==> config.mk <==
export PLATFORM = sky130hd
export DESIGN_NAME = nfc_ctrl
export DESIGN_NICKNAME = d
export VERILOG_FILES = /design/src/nfc_pkg.sv /design/src/nfc_ctrl.sv /design/src/nfc_sync.sv
export SDC_FILE = /design/constraint.sdc
export NUM_CORES = 1
export LEC_CHECK = 0
export ABC_AREA = 1
export BUFFER_PORTS_ARGS = -buffer_cell sky130_fd_sc_hd__buf_2
export CORE_ASPECT_RATIO = 1.1
export CORE_MARGIN = 2
export CORE_UTILIZATION = 25
export CTS_CLUSTER_SIZE = 12
export DETAILED_ROUTE_END_ITERATION = 12
export GPL_TIMING_DRIVEN = 0
export PLACE_DENSITY = 0.44
export SLEW_MARGIN = 20
export SYNTH_ARGS = -nofsm -noshare
export SYNTH_HDL_FRONTEND = slang
export SYNTH_SLANG_ARGS = --single-unit
==> constraint.sdc <==
create_clock -name clk_i -period 14.5 [get_ports clk_i]
set_input_delay 0 -clock clk_i [delete_from_list [all_inputs] [get_ports clk_i]]
set_output_delay 0 -clock clk_i [all_outputs]
set_load 0.01 [all_outputs]
==> src/nfc_pkg.sv <==
// Constants, types and register map of the erase/reset/feature host
// Assumes a 25 MHz clock and one byte-wide flash behind the pins
package nfc_pkg;
    // Clock and pin timing
    localparam int CLK_NS = 40;
    localparam int STROBE_NS = 40;      // Least strobe low or high time
    localparam int WB_NS = 100;         // Least wait before busy is valid
    localparam int SYNC_LAT = 2;        // Cycles through the synchroniser
    localparam int STROBE_RAW = (STROBE_NS + CLK_NS - 1) / CLK_NS;
    localparam int STROBE_CYC = (STROBE_RAW < 1) ? 1 : STROBE_RAW;
    localparam int WB_RAW = (WB_NS + CLK_NS - 1) / CLK_NS;
    localparam int WB_CYC = (WB_RAW < 1) ? 1 : WB_RAW;
    localparam logic [7:0] STROBE_TMR = 8'(STROBE_CYC - 1);
    localparam logic [7:0] RD_TMR = 8'(STROBE_CYC - 1 + SYNC_LAT);
    localparam logic [7:0] WB_TMR = 8'(WB_CYC - 1 + SYNC_LAT);
    // Flash commands
    localparam logic [7:0] CMD_ERASE_SETUP = 8'h60;
    localparam logic [7:0] CMD_ERASE_GO = 8'hD0;
    localparam logic [7:0] CMD_ERASE_QUEUE = 8'hD1;
    localparam logic [7:0] CMD_STATUS = 8'h70;
    localparam logic [7:0] CMD_STATUS_PLANE = 8'h78;
    localparam logic [7:0] CMD_RESET = 8'hFF;
    localparam logic [7:0] CMD_GET_FEAT = 8'hEE;
    localparam logic [7:0] CMD_SET_FEAT = 8'hEF;
    // Feature addresses of the device outside
    localparam logic [7:0] FEAT_DRIVE = 8'h80;
    localparam logic [7:0] FEAT_PULLDOWN = 8'h81;
    // Status byte bits and row layout
    localparam int SB_FAIL = 0;
    localparam int SB_ARRAY_READY = 5;
    localparam int SB_READY = 6;
    localparam int PLANE_BIT = 6;       // Plane select in first row byte
    localparam logic [1:0] ROW_CYCLES = 2'h3;
    localparam logic [1:0] FEAT_CYCLES = 2'h1;
    localparam logic [1:0] PARAM_LAST = 2'h3;
    // Own register map, byte addresses
    localparam logic [7:0] REG_CTRL = 8'h00;
    localparam logic [7:0] REG_ROW = 8'h04;
    localparam logic [7:0] REG_FEAT = 8'h08;
    localparam logic [7:0] REG_PARAM = 8'h0C;
    localparam logic [7:0] REG_STATUS = 8'h10;
    localparam logic [7:0] REG_RESULT = 8'h14;
    localparam int CTRL_START = 0;
    localparam int CTRL_OP_LSB = 1;
    localparam int ST_BUSY = 0;
    localparam int ST_DONE = 1;
    localparam int ST_REFUSED = 2;
    localparam int ST_QUEUED = 3;
    localparam int ST_PIN_READY = 4;
    localparam int ST_BYTE_LSB = 8;
    localparam logic [2:0] HSIZE_WORD = 3'h2;
    // Operations software can order
    typedef enum logic [2:0] {
        OP_ERASE, OP_QUEUE, OP_RESET, OP_GET_FEAT, OP_SET_FEAT,
        OP_STATUS, OP_STATUS_PLANE
    } nfc_op_type;
    localparam logic [2:0] OP_CODE_MAX = 3'h6;
    // Sequencer states
    typedef enum logic [3:0] {
        S_IDLE, S_CMD1, S_ADDR, S_CMD2, S_WR, S_WAIT, S_RD,
        S_POLL_CMD, S_POLL_RD, S_FIN
    } nfc_state_type;
endpackage : nfc_pkg

==> src/nfc_ctrl.sv <==
// Host sequencer for erase, reset, status and feature access of a NAND
// Assumes an AHB-Lite master, one flash on the pins, 25 MHz clock
`timescale 1ns/10ps
module nfc_ctrl
    import nfc_pkg::*;
(
    input wire logic clk_i,              // System clock
    input wire logic rst_i,              // Async reset, high
    input wire logic hsel_i,             // Slave select
    input wire logic [31:0] haddr_i,     // Address
    input wire logic [1:0] htrans_i,     // Transfer type
    input wire logic hwrite_i,           // Write not read
    input wire logic [2:0] hsize_i,      // Transfer size
    input wire logic [31:0] hwdata_i,    // Write data
    input wire logic hready_i,           // Bus ready
    output logic hreadyout_o,            // Slave ready
    output logic hresp_o,                // Response, always OKAY
    output logic [31:0] hrdata_o,        // Read data
    output logic ce_n_o,                 // Chip enable, low
    output logic cle_o,                  // Command latch enable
    output logic ale_o,                  // Address latch enable
    output logic we_n_o,                 // Write strobe, low
    output logic read_strobe_n_o,        // Read strobe, low
    output logic [7:0] io_o,             // Data bus out
    output logic io_oe_n_o,              // Data bus drive, low drives
    input wire logic [7:0] io_i,         // Data bus in
    input wire logic ready_busy_n_i      // Ready high, busy low
);
    logic [8:0] pins_sync;
    logic rb_sync;
    logic [7:0] io_sync;

    nfc_sync #(.W(9)) u_sync (
        .clk_i(clk_i),
        .rst_i(rst_i),
        .d_i({ready_busy_n_i, io_i}),
        .q_o(pins_sync)
    );
    assign rb_sync = pins_sync[8];
    assign io_sync = pins_sync[7:0];

    // Bus state
    logic wr_pend, next_wr_pend;
    logic [7:0] wr_addr, next_wr_addr;
    logic [2:0] ctrl_code, next_ctrl_code;
    logic [23:0] row, next_row;
    logic [7:0] feat, next_feat;
    logic [31:0] param, next_param;
    logic done, next_done;
    logic refused, next_refused;
    logic [31:0] next_hrdata;
    // Sequencer state
    nfc_state_type state, next_state;
    nfc_op_type op, next_op;
    logic [1:0] idx, next_idx;
    logic ph, next_ph;
    logic [7:0] tmr, next_tmr;
    logic queued, next_queued;
    logic [7:0] status_byte, next_status_byte;
    logic [31:0] result, next_result;
    logic next_ce_n, next_cle, next_ale, next_we_n, next_rd_n, next_oe_n;
    logic [7:0] next_io;
    // Cross-group strobes
    logic start_req, accept, refuse, fin, wr_hit;
    logic [2:0] req_code;

    assign hreadyout_o = 1'b1;
    assign hresp_o = 1'b0;
    assign wr_hit = wr_pend;
    assign req_code = hwdata_i[CTRL_OP_LSB +: 3];
    assign start_req = wr_hit && wr_addr == REG_CTRL && hwdata_i[CTRL_START];
    assign fin = state == S_FIN;
    assign refuse = start_req && !accept;

    // Number of address bytes an operation sends
    function automatic logic [1:0] addr_n(nfc_op_type o);
        case (o)
            OP_ERASE, OP_QUEUE, OP_STATUS_PLANE: addr_n = ROW_CYCLES;
            OP_GET_FEAT, OP_SET_FEAT: addr_n = FEAT_CYCLES;
            default: addr_n = 2'h0;
        endcase
    endfunction : addr_n

    // Last byte index within a strobing state
    function automatic logic [1:0] last_idx(nfc_state_type s,
                                            nfc_op_type o);
        case (s)
            S_ADDR: last_idx = 2'(addr_n(o) - 2'h1);
            S_WR: last_idx = PARAM_LAST;
            S_RD: last_idx = (o == OP_GET_FEAT) ? PARAM_LAST : 2'h0;
            default: last_idx = 2'h0;
        endcase
    endfunction : last_idx

    // Stage that follows a finished stage
    function automatic nfc_state_type step(nfc_state_type s,
                                           nfc_op_type o,
                                           logic [7:0] sb);
        case (s)
            S_CMD1: begin
                if (addr_n(o) != 2'h0) step = S_ADDR;
                else if (o == OP_RESET) step = S_WAIT;
                else step = S_RD;
            end
            S_ADDR: begin
                if (o == OP_ERASE || o == OP_QUEUE) step = S_CMD2;
                else if (o == OP_SET_FEAT) step = S_WR;
                else if (o == OP_STATUS_PLANE) step = S_RD;
                else step = S_WAIT;
            end
            S_CMD2, S_WR: step = S_WAIT;
            S_WAIT: begin
                if (o == OP_GET_FEAT) step = S_RD;
                else if (o == OP_SET_FEAT) step = S_FIN;
                else step = S_POLL_CMD;
            end
            S_POLL_CMD: step = S_POLL_RD;
            S_POLL_RD: begin
                // Queue waits for both ready bits before the next command
                if (sb[SB_READY] && (o != OP_QUEUE || sb[SB_ARRAY_READY]))
                    step = S_FIN;
                else
                    step = S_POLL_CMD;
            end
            default: step = S_FIN;
        endcase
    endfunction : step

    // Byte driven on the bus in a given stage
    function automatic logic [7:0] byte_out(nfc_state_type s,
                                            nfc_op_type o, logic [1:0] i,
                                            logic [23:0] r, logic [7:0] f,
                                            logic [31:0] p, logic q);
        logic [7:0] b;
        b = 8'h00;
        case (s)
            S_CMD1: begin
                case (o)
                    OP_ERASE, OP_QUEUE: b = CMD_ERASE_SETUP;
                    OP_RESET: b = CMD_RESET;
                    OP_GET_FEAT: b = CMD_GET_FEAT;
                    OP_SET_FEAT: b = CMD_SET_FEAT;
                    OP_STATUS_PLANE: b = CMD_STATUS_PLANE;
                    default: b = CMD_STATUS;
                endcase
            end
            S_CMD2: b = (o == OP_QUEUE) ? CMD_ERASE_QUEUE : CMD_ERASE_GO;
            S_POLL_CMD: b = CMD_STATUS;
            S_ADDR: begin
                if (o == OP_GET_FEAT || o == OP_SET_FEAT) begin
                    b = f;
                end else begin
                    b = r[{i, 3'h0} +: 8];
                    // Plane bit low when queueing, high when closing
                    if (i == 2'h0 && o == OP_QUEUE) b[PLANE_BIT] = 1'b0;
                    if (i == 2'h0 && o == OP_ERASE && q)
                        b[PLANE_BIT] = 1'b1;
                end
            end
            S_WR: b = p[{i, 3'h0} +: 8];
            default: b = 8'h00;
        endcase
        byte_out = b;
    endfunction : byte_out

    // Bus slave: address capture, register writes, read data
    always_comb begin
        next_wr_pend = hsel_i && hready_i && htrans_i[1] && hwrite_i &&
                       hsize_i == HSIZE_WORD;
        next_wr_addr = haddr_i[7:0];
        next_ctrl_code = ctrl_code;
        next_row = row;
        next_feat = feat;
        next_param = param;
        next_done = done;
        next_refused = refused;
        next_hrdata = hrdata_o;
        if (wr_hit) begin
            case (wr_addr)
                REG_CTRL: next_ctrl_code = req_code;
                REG_ROW: if (state == S_IDLE) next_row = hwdata_i[23:0];
                REG_FEAT: if (state == S_IDLE) next_feat = hwdata_i[7:0];
                REG_PARAM: if (state == S_IDLE) next_param = hwdata_i;
                REG_STATUS: begin
                    if (hwdata_i[ST_DONE]) next_done = 1'b0;
                    if (hwdata_i[ST_REFUSED]) next_refused = 1'b0;
                end
                default: next_done = done;
            endcase
        end
        // Setting beats clearing in the same cycle
        if (fin) next_done = 1'b1;
        if (refuse) next_refused = 1'b1;
        if (hsel_i && hready_i && htrans_i[1] && !hwrite_i) begin
            case (haddr_i[7:0])
                REG_CTRL: next_hrdata = {28'h0, ctrl_code, 1'b0};
                REG_ROW: next_hrdata = {8'h00, row};
                REG_FEAT: next_hrdata = {24'h0, feat};
                REG_PARAM: next_hrdata = param;
                REG_STATUS: next_hrdata = {16'h0, status_byte, 3'h0,
                                           rb_sync, queued, refused, done,
                                           state != S_IDLE};
                REG_RESULT: next_hrdata = result;
                default: next_hrdata = 32'h0;
            endcase
        end
    end

    // Register bus state
    always_ff @(posedge clk_i or posedge rst_i) begin
        if (rst_i) begin
            wr_pend <= 1'b0;
            wr_addr <= 8'h00;
            ctrl_code <= 3'h0;
            row <= 24'h0;
            feat <= 8'h00;
            param <= 32'h0;
            done <= 1'b0;
            refused <= 1'b0;
            hrdata_o <= 32'h0;
        end else begin
            wr_pend <= next_wr_pend;
            wr_addr <= next_wr_addr;
            ctrl_code <= next_ctrl_code;
            row <= next_row;
            feat <= next_feat;
            param <= next_param;
            done <= next_done;
            refused <= next_refused;
            hrdata_o <= next_hrdata;
        end
    end

    // Sequencer: stage walk, strobe timing, pin values
    always_comb begin
        next_state = state;
        next_op = op;
        next_idx = idx;
        next_ph = ph;
        next_tmr = tmr;
        next_queued = queued;
        next_status_byte = status_byte;
        next_result = result;
        // Reset may abort a busy flash; feature ops are refused while a queue is open
        accept = start_req && req_code <= OP_CODE_MAX &&
                 (state == S_IDLE || req_code == 3'(OP_RESET)) &&
                 !(queued && (req_code == 3'(OP_GET_FEAT) ||
                              req_code == 3'(OP_SET_FEAT)));
        if (accept) begin
            next_op = nfc_op_type'(req_code);
            next_state = S_CMD1;
            next_idx = 2'h0;
            next_ph = 1'b0;
            next_tmr = STROBE_TMR;
        end else if (state == S_FIN) begin
            next_state = S_IDLE;
            if (op == OP_QUEUE) next_queued = 1'b1;
            if (op == OP_ERASE || op == OP_RESET) next_queued = 1'b0;
        end else if (state == S_WAIT) begin
            // Wait for the busy pin to be valid, then for ready
            if (tmr != 8'h00) begin
                next_tmr = tmr - 8'h01;
            end else if (rb_sync) begin
                next_state = step(state, op, status_byte);
                // A read stage must also cover the synchroniser delay
                if (next_state == S_RD) next_tmr = RD_TMR;
                else next_tmr = STROBE_TMR;
            end
        end else if (state != S_IDLE) begin
            if (tmr != 8'h00) begin
                next_tmr = tmr - 8'h01;
            end else if (!ph) begin
                next_ph = 1'b1;
                next_tmr = STROBE_TMR;
                if (state == S_RD && op == OP_GET_FEAT)
                    next_result[{idx, 3'h0} +: 8] = io_sync;
                else if (state == S_RD || state == S_POLL_RD)
                    next_status_byte = io_sync;
            end else if (idx != last_idx(state, op)) begin
                next_idx = idx + 2'h1;
                next_ph = 1'b0;
                next_tmr = (state == S_RD) ? RD_TMR : STROBE_TMR;
            end else begin
                next_state = step(state, op, status_byte);
                next_idx = 2'h0;
                next_ph = 1'b0;
                if (next_state == S_WAIT) next_tmr = WB_TMR;
                else if (next_state == S_RD || next_state == S_POLL_RD)
                    next_tmr = RD_TMR;
                else next_tmr = STROBE_TMR;
            end
        end
        next_ce_n = next_state == S_IDLE;
        next_cle = next_state == S_CMD1 || next_state == S_CMD2 ||
                   next_state == S_POLL_CMD;
        next_ale = next_state == S_ADDR;
        next_oe_n = !(next_cle || next_ale || next_state == S_WR);
        next_we_n = next_oe_n || next_ph;
        next_rd_n = !((next_state == S_RD || next_state == S_POLL_RD) &&
                      !next_ph);
        next_io = byte_out(next_state, next_op, next_idx, row, feat, param,
                           queued);
    end

    // Register sequencer state and pins
    always_ff @(posedge clk_i or posedge rst_i) begin
        if (rst_i) begin
            state <= S_IDLE;
            op <= OP_ERASE;
            idx <= 2'h0;
            ph <= 1'b0;
            tmr <= 8'h00;
            queued <= 1'b0;
            status_byte <= 8'h00;
            result <= 32'h0;
            ce_n_o <= 1'b1;
            cle_o <= 1'b0;
            ale_o <= 1'b0;
            we_n_o <= 1'b1;
            read_strobe_n_o <= 1'b1;
            io_oe_n_o <= 1'b1;
            io_o <= 8'h00;
        end else begin
            state <= next_state;
            op <= next_op;
            idx <= next_idx;
            ph <= next_ph;
            tmr <= next_tmr;
            queued <= next_queued;
            status_byte <= next_status_byte;
            result <= next_result;
            ce_n_o <= next_ce_n;
            cle_o <= next_cle;
            ale_o <= next_ale;
            we_n_o <= next_we_n;
            read_strobe_n_o <= next_rd_n;
            io_oe_n_o <= next_oe_n;
            io_o <= next_io;
        end
    end
endmodule : nfc_ctrl

==> src/nfc_sync.sv <==
// Two flip-flop synchroniser for levels arriving from the pins
// Assumes inputs change slowly against the clock
`timescale 1ns/10ps
module nfc_sync #(
    parameter int W = 1
) (
    input wire logic clk_i,          // System clock
    input wire logic rst_i,          // Async reset, high
    input wire logic [W-1:0] d_i,    // Asynchronous level
    output logic [W-1:0] q_o         // Synchronised level
);
    logic [W-1:0] meta;
    logic [W-1:0] next_meta;
    logic [W-1:0] next_q;

    // Next values of both stages
    always_comb begin
        next_meta = d_i;
        next_q = meta;
    end

    // Register both stages
    always_ff @(posedge clk_i or posedge rst_i) begin
        if (rst_i) begin
            meta <= '0;
            q_o <= '0;
        end else begin
            meta <= next_meta;
            q_o <= next_q;
        end
    end
endmodule : nfc_sync

==> results, run 1 <==
- The flow ran to the end, and the final reports show no timing, DRC or antenna violations.
- The antenna diode instance count is 0.
- After floorplanning, the core was divided into 76 placement rows.
- The total number of nets in the final design is around 1,500.
- The number of setup violations in the final report is 0.
- The family with the most delay on the worst path is buffers and inverters.
- The accumulated negative setup slack is 0 ns.
- The initial antenna violation count was 0.
- Synthesis inferred 201 register bits.
- Yosys printed 0 warnings.
- Along the worst path, the maximum fanout reaches 10.
- The number of post-CTS setup repair buffers is 0.
- At the placement stage, the worst setup path has a slack of 11.41 ns.
- The synthesized-area fraction occupied by ao, oa, aoi and oai cells is 0.128.
- The upper clock frequency limit is 315 MHz.
- The root buffer cell chosen for the clock tree is clkbuf_16.
- The post-synthesis xor/xnor area fraction is 0.00263.
- The number of nets still failing antenna checks after routing is 0.
- In this run the cell area of the synthesized design comes to 10,000 µm².
- For the pin with the worst max-slew slack, the measured transition is approximately 1.1 ns.
- STA puts the critical path data arrival time at around 3.6 ns.
- The async set-reset flop share out of synthesis is 1.00.
- The number of vias after detailed routing is just under 9,000.
- The number of distinct standard cells referenced by the synthesized netlist is 61.
- The commonest register cell after synthesis is dfrtp_1.
- Synthesis produced a netlist with a net count of 1,292.
- Entering global routing, the biggest net connects between 90 and 100 pins.
- A synthesized cell averages 8.32 µm².
- The area added between synthesis and finish is 25.2%.
- The signal on the critical path passes through inv_1, ha_1, clkbuf_1, inv_1, nor2_1, nand2_1, nand2_2, nand2_4, inv_4, buf_6, o21ai_1, o22ai_1, nand2_1, nand3_1.
- The utilization after layout is 0.318.
- Setup repair after global routing left no endpoint under its margin.
- The class of the worst hold path is in2reg.
- The worst path needs 3.17 ns of the cycle, external delays included.
- Together, buffers and inverters on the worst path number 5.
- TritonCTS built the clock tree.
- Global routing finished with a remaining overflow of 0.
- The simple-gate portion of the synthesized area is 0.261.
- The power after layout is about 1.2 mW.
- Dividing the detail-routed wire length by the instance count gives 19.4 µm.
- The count of routing violations after the opening detailed-route iteration is 764.
- The number of endpoints with negative hold slack in the final report is 0.
- By instance count, the leading cell after synthesis is nand2_1.
- The standby leakage power is between 6 and 7 nW.
- The detailed placement HPWL is about 28,000 µm.
- The worst setup path is launched from a flip-flop.
- For this run, the total global-route usage over all layers was measured as 0.179.
- Yosys attributes the largest share of cell area to dfrtp_1, nand2_1, o21ai_0.
- Dividing total power by cell area gives a power density of 97.0 nW/µm².
- The area share of the leading cell type in the synthesized netlist is 0.493.
- Setup slack closes at 11.33 ns.
- The total iterations of the first detailed-routing run is 5.
- The area inside the core boundary is 39,400 µm².
- The deepest clock path buffer count is 3.
- The overall die width is 195 µm.
- The vertical die dimension is 214 µm.
- The total clock sinks is 201.
- The first global-routing pass estimated 56,000 µm of wire.
- The final-report max-slew violation count is 0.
- The total number of H-tree levels is 1.
- Clock-pin slew was measured on the worst setup and hold paths at 0.07 ns.
- Using the TritonRoute via totals, the vias-per-cell ratio works out to 4.66.
- The count of buffers from port buffering is 103.
- Ranked by instance count, the synthesized netlist is headed by nand2_1, dfrtp_1, inv_1.
- The worst-case IR drop observed on VDD is 0.0654 mV.
- The cell type contributing the most total cell area after synthesis is dfrtp_1.
- The worst-skew pair later-pin latency is roughly 0.54 ns.
- The period utilization is 0.219.
- The largest single stage delay on the critical path is between 0.5 and 0.6 ns.
- The total wirelength of the detailed-routed design is 37,000 µm.
- The total CTS buffers is 24.
- The worst pin sits at a relative slew slack of 0.246.
- The mux share of post-synthesis cell area is 0.0169.
- The synthesized design contains 0 enable-type register cells.
- The setup path with the least slack is of type reg2reg.
- The effective utilization at floorplan is 0.254.
- The via count of the first global-routing pass is 8,861.
- The tool flagged a number of max-cap violations equal to 0.
- The number of primary I/O pins is 131.
- The final routed DRC violation total is 0.
- The slowest stage cell on the critical path is dfrtp_1.
- The number of instances in the synthesized netlist is around 1,200.
- The arithmetic-cell share of the synthesized area counting full adders, half adders and majority gates is 0.00750.
- The routability-driven placement congestion ratio is between 0.9 and 1.
- The sequential-to-total area share from yosys stat is 0.503.
- The final setup skew is ~0.017 ns.
- The floorplan step defined a die boundary enclosing 41,700 µm².
- Hold timing on the final database bottoms out at a slack of 0.0295 ns.
- Data on the critical path is required at its endpoint by around 15 ns.
- The layout cell share with drive strength beyond 1 is 0.186.
- The type of element capturing the critical path is a flip-flop.
- The layout has 4,279 filler cells.
- By area, the combinational part of the netlist is dominated by simple AND/OR/NAND/NOR gates.
## per-stage QoR
step / instances / instance area [µm²]
after floorplan: 1203 / 10000
after global placement: 1813 / 11200
after detailed placement: 1815 / 11200
after CTS: 1910 / 12500
after global routing: 1911 / 12500
final: 1911 / 12500
## tightest hold or removal path, cell delays in order
cell	delay, ns
buf_2	0.09
nand3_1	0.09
nor2_2	0.16
nand2_1	0.12
nand2_1	0.05
## placed cells by master (no fill, tap or decap), types with 24 or more instances in the layout
cell type      netlist  final
a21oi_1             24     24
buf_2                5    108
clkbuf_1            28     33
clkbuf_16            0     24
dfrtp_1            197    197
dlygate4sd3_1        0     54
inv_1              134    133
nand2_1            311    311
nand3_1             88     88
nor2_1              60     59
o21ai_0            109    109
## area by class of cell
cell class,count,area [µm²],area share
plain buffers,42,213,0.0170
clock buffers,36,716,0.0571
clock inverters,6,47.5,0.00380
inverters,157,599,0.0478
multi-input cells,803,4170,0.333
flip-flops and latches,201,5030,0.402
well taps,507,634,0.0506
repair buffers,159,1110,0.0887
## routing by layer
metal,wire length (µm),GRT usage
met1,17100,0.243
met2,17300,0.302
met3,1570,0.0209
met4,1020,0.0566
met5,0,0
## worst paths after layout
path | endpoint | from | slack (ns) | cells after the start
max in group asynchronous | ce_n_o$_DFF_PP1_ | rst_i | 13.24 | 5
worst max register to register | io_o[2]$_DFF_PP0_ | idx[0]$_DFF_PP0_ | 11.33 | 14
worst max-delay path | io_o[2]$_DFF_PP0_ | idx[0]$_DFF_PP0_ | 11.33 | 14
worst min register to register | u_sync.q_o[5]$_DFF_PP0_ | u_sync.meta[5]$_DFF_PP0_ | 0.34 | 0
worst min-delay path | hrdata_o[27]$_DFFE_PP0P_ | hready_i | 0.03 | 5
min in group asynchronous | result[26]$_DFFE_PP0P_ | rst_i | 0.52 | 4
## timing repair
action                                  CTS  global route
endpoints found under the setup margin    0             0
hold buffers                             53             1
resized for setup                         0             0
endpoints found under the hold margin   285             4
## state kept, by name (all words and copies together), names as in the netlist, 8 cells and up
register and flops:
feat 8, hrdata_o 32, io_o 8, param 32
result 32, row 24, status_byte 8, tmr 8
u_sync.meta 9, u_sync.q_o 9, wr_addr 8
## kinds of logic after synthesis
logic type / after synthesis
flops: 201
simple gates: 563
mux: 15
xor+xnor: 3
buf+inv: 199
fa+ha+maj: 6
compound gates: 214
other cells: 2
## report_power, final
part / leakage (nW) / internal, mW / switching (mW)
registers: 2.29 / 0.569 / 0.00641
logic: 3.65 / 0.0226 / 0.0313
clock network: 0.375 / 0.340 / 0.246
total: 6.31 / 0.931 / 0.283
Power figures use the tool's default switching activity.
==> run 2: changes to the inputs <==
- PLACE_DENSITY: 0.44 -> 0.45
- clock period: 14.5 -> 2.8 ns (I/O delays scaled with it)
==> run 2 against run 1 <==
Hold slack got worse by 0.0072 ns. Design area up 1.6%. Clock-buffer cell count up 3. Final cell count grew 0.42%. Sequential share of layout area fell by 0.59 points. Wire length up 0.14%. Flip-flop and latch count unchanged. Clock power increased to 5.3 times the previous value. Combinational power increased to 5.4 times the previous value. Critical path type unchanged. Highest routed layer unchanged.
==> results, run 2 (synthesis results as in run 1) <==
- After floorplanning, the core was divided into 76 placement rows.
- The vertical die dimension is 214 µm.
- In the final layout, the share of cells above drive strength 1 is 0.198.
- The most common cell after layout, fill and taps aside is nand2_1.
- The worst setup path is captured at a flip-flop.
- The clock tree from TritonCTS is yes.
- Across all layers, the routed design uses 9,048 vias.
- The run finished with clean final reports.
- Setup slack closes at between 0.15 and 0.2 ns.
- The critical path is of the reg2reg type.
- Leaving out filler cells and counting taps, the final layout contains 1,919.
- The area growth from synthesis to layout is 27.1%.
- The final setup skew is 0.0229 ns.
- The area inside the core boundary is just under 40,000 µm².
- The root buffer selected by CTS is clkbuf_16.
- The normalized max-slew margin is 0.250.
- Clock-pin slew was measured on the worst setup and hold paths at about 0.060 ns.
- The worst setup path is launched from a flip-flop.
- Using the TritonRoute via totals, the vias-per-cell ratio works out to 4.71.
- Counting I/O delays and the setup requirement, the final critical path takes 2.64 ns.
- The transition time at the pin with the least slew margin is 1.12 ns.
- For this run, the post-layout net count is 1,485.
- The final-report max-slew violation count is 0.
- Data arrives at the worst endpoint at 3.01 ns.
- In the global route stage, overall resource usage came out at 0.178.
- TritonCTS created 25 clock buffers.
- The total overflow left after global routing is 0.
- Data on the critical path is required at its endpoint by 3.17 ns.
- The number of primary I/O pins is 131.
- The worst-skew pair later-pin latency is 0.54 ns.
- The overall die width is between 150 and 200 µm.
- The total clock sinks is roughly 200.
- Derived from the worst setup path, the maximum achievable clock frequency is 379 MHz.
- IR analysis of the VDD net gives a maximum drop of 0.468 mV.
- The detail route stage leaves a number of antenna-violating nets equal to 0.
- The number of endpoints with negative hold slack in the final report is 0.
- Including well taps, the total number of placed cells is around 1,800.
- In the routed design, unresolved DRC markers number 0.
- Counting instances, the worst hold path has a depth of 5.
- Before antenna repair, the detailed router went through 5 iterations.
- The antenna diode instance count is 0.
- The tool flagged a number of max-cap violations equal to 0.
- The via count of the first global-routing pass came to between 9,000 and 10,000.
- Before CTS, the worst setup slack after placement is -0.211 ns.
- The die covers 41,700 µm².
- After detailed routing, the average wire length per cell comes to 19.3 µm.
- For this configuration, the core starts out at a cell density of 0.254.
- Dividing total power by cell area gives a power density of between 500 and 600 nW/µm².
- Setup violations remaining at the end of the flow were counted as 0.
- The count of buffers from port buffering is 103.
- The fill cell total of the finished layout is between 4,000 and 5,000.
- Counting along the longest clock path gives a buffer depth of 3.
- Entering global routing, the biggest net connects 33 pins.
- The initial antenna violation count is 0.
- In the final layout, the registers with the most flip-flops are hrdata_o x32, param x32, result x32.
- The total number of H-tree levels is 1.
- Leaving out fill and tap cells, the most frequent cells in the layout are nand2_1, dfrtp_1, inv_1.
- Of all nets on the critical path, the largest fanout is 10.
- The first routing iteration left 664 violations.
- The HPWL after detailed placement is between 20,000 and 30,000 µm.
- The routability-driven placement congestion ratio is 0.960.
- For this block, the routed nets add up to 37,100 µm of wire.
- The class of the worst hold path is in2reg.
- The wire length of the first global-routing pass is 55,800 µm.
- The register-to-register setup slack is about 0.16 ns.
- The period utilization is 0.942.
- In this run the static leakage power is 6.38 nW.
- The depth of the most critical reg-to-reg path is 14.
## run 2: changes by cell type in the layout (fill, tap and decap cells not counted), sizes merged
cell         delta
buf             +8
clkbuf          +3
clkinv          -3
dlygate4sd3     -1
clkinvlp        +1
## run 2: final cells by class
class / count / area, µm² / area share
Sequential cell: 201 / 5040 / 0.396
Timing Repair Buffer: 167 / 1200 / 0.0946
Tap cell: 507 / 634 / 0.0499
Clock buffer: 39 / 748 / 0.0588
Multi-Input combinational cell: 803 / 4260 / 0.334
Buffer: 41 / 211 / 0.0166
Inverter: 157 / 596 / 0.0468
Clock inverter: 4 / 37.5 / 0.00295
## run 2: metrics by stage
stage	hold slack [ns]	area (µm²)	setup TNS (ns)	util	power (mW)
finish	0.0223	12700	0	0.323	6.37
detailed placement	0.109	11300	-2.00	0.287	3.27
floorplan	0.0314	10000	0	-	3.13
global placement	0.112	11200	-243.04	0.284	3.25
global route	0.0221	12700	-0.00365	0.323	6.60
CTS	0.00960	12600	0	0.321	6.45
## run 2: per-layer routing
| metal | GRT usage | vias to the layer above | wire length, µm |
|---|---|---|---|
| li1 | - | 4337 | - |
| met1 | 0.234 | 4402 | 16500 |
| met2 | 0.304 | 255 | 17500 |
| met3 | 0.0311 | 54 | 2020 |
| met4 | 0.0492 | 0 | 1060 |
| met5 | 0 | - | 0 |
## run 2: worst paths after layout
path                                                from                       end
worst max-delay path                  state[2]$_DFF_PP0_         io_o[7]$_DFF_PP0_
worst min-delay path                            hready_i  hrdata_o[29]$_DFFE_PP0P_
worst max register to register        state[2]$_DFF_PP0_         io_o[7]$_DFF_PP0_
worst min register to register  u_sync.meta[5]$_DFF_PP0_   u_sync.q_o[5]$_DFF_PP0_
max in group asynchronous                          rst_i          we_n_o$_DFF_PP1_
min in group asynchronous                          rst_i  u_sync.meta[4]$_DFF_PP0_
## run 2: worst max-delay path, cell delays in order (launching register included)
cell and delay (ns):
dfrtp_2 0.44, nor2_4 0.08, buf_4 0.14, nand2_4 0.14, o21ai_2 0.08, nand2_1 0.12, inv_2 0.06, nand3_4 0.16
buf_2 0.32, buf_2 0.36, nand3_1 0.12, nand3_1 0.09, nand2_1 0.13, nand3_1 0.09, nand4_1 0.13
## run 2: timing repair
item                                   in CTS  in global routing
buffers inserted                            0                  5
setup endpoints to repair                  14                 19
hold buffers                               53                  0
resized for setup                           4                 19
endpoints found under the hold margin     115                  0
pin swaps                                   0                  5
## run 2: power by group
group / internal, mW / leakage [nW] / switching [mW]
Sequential: 2.95 / 2.28 / 0.0354
Combinational: 0.124 / 3.71 / 0.165
Clock: 1.83 / 0.384 / 1.27
Total: 4.90 / 6.38 / 1.47
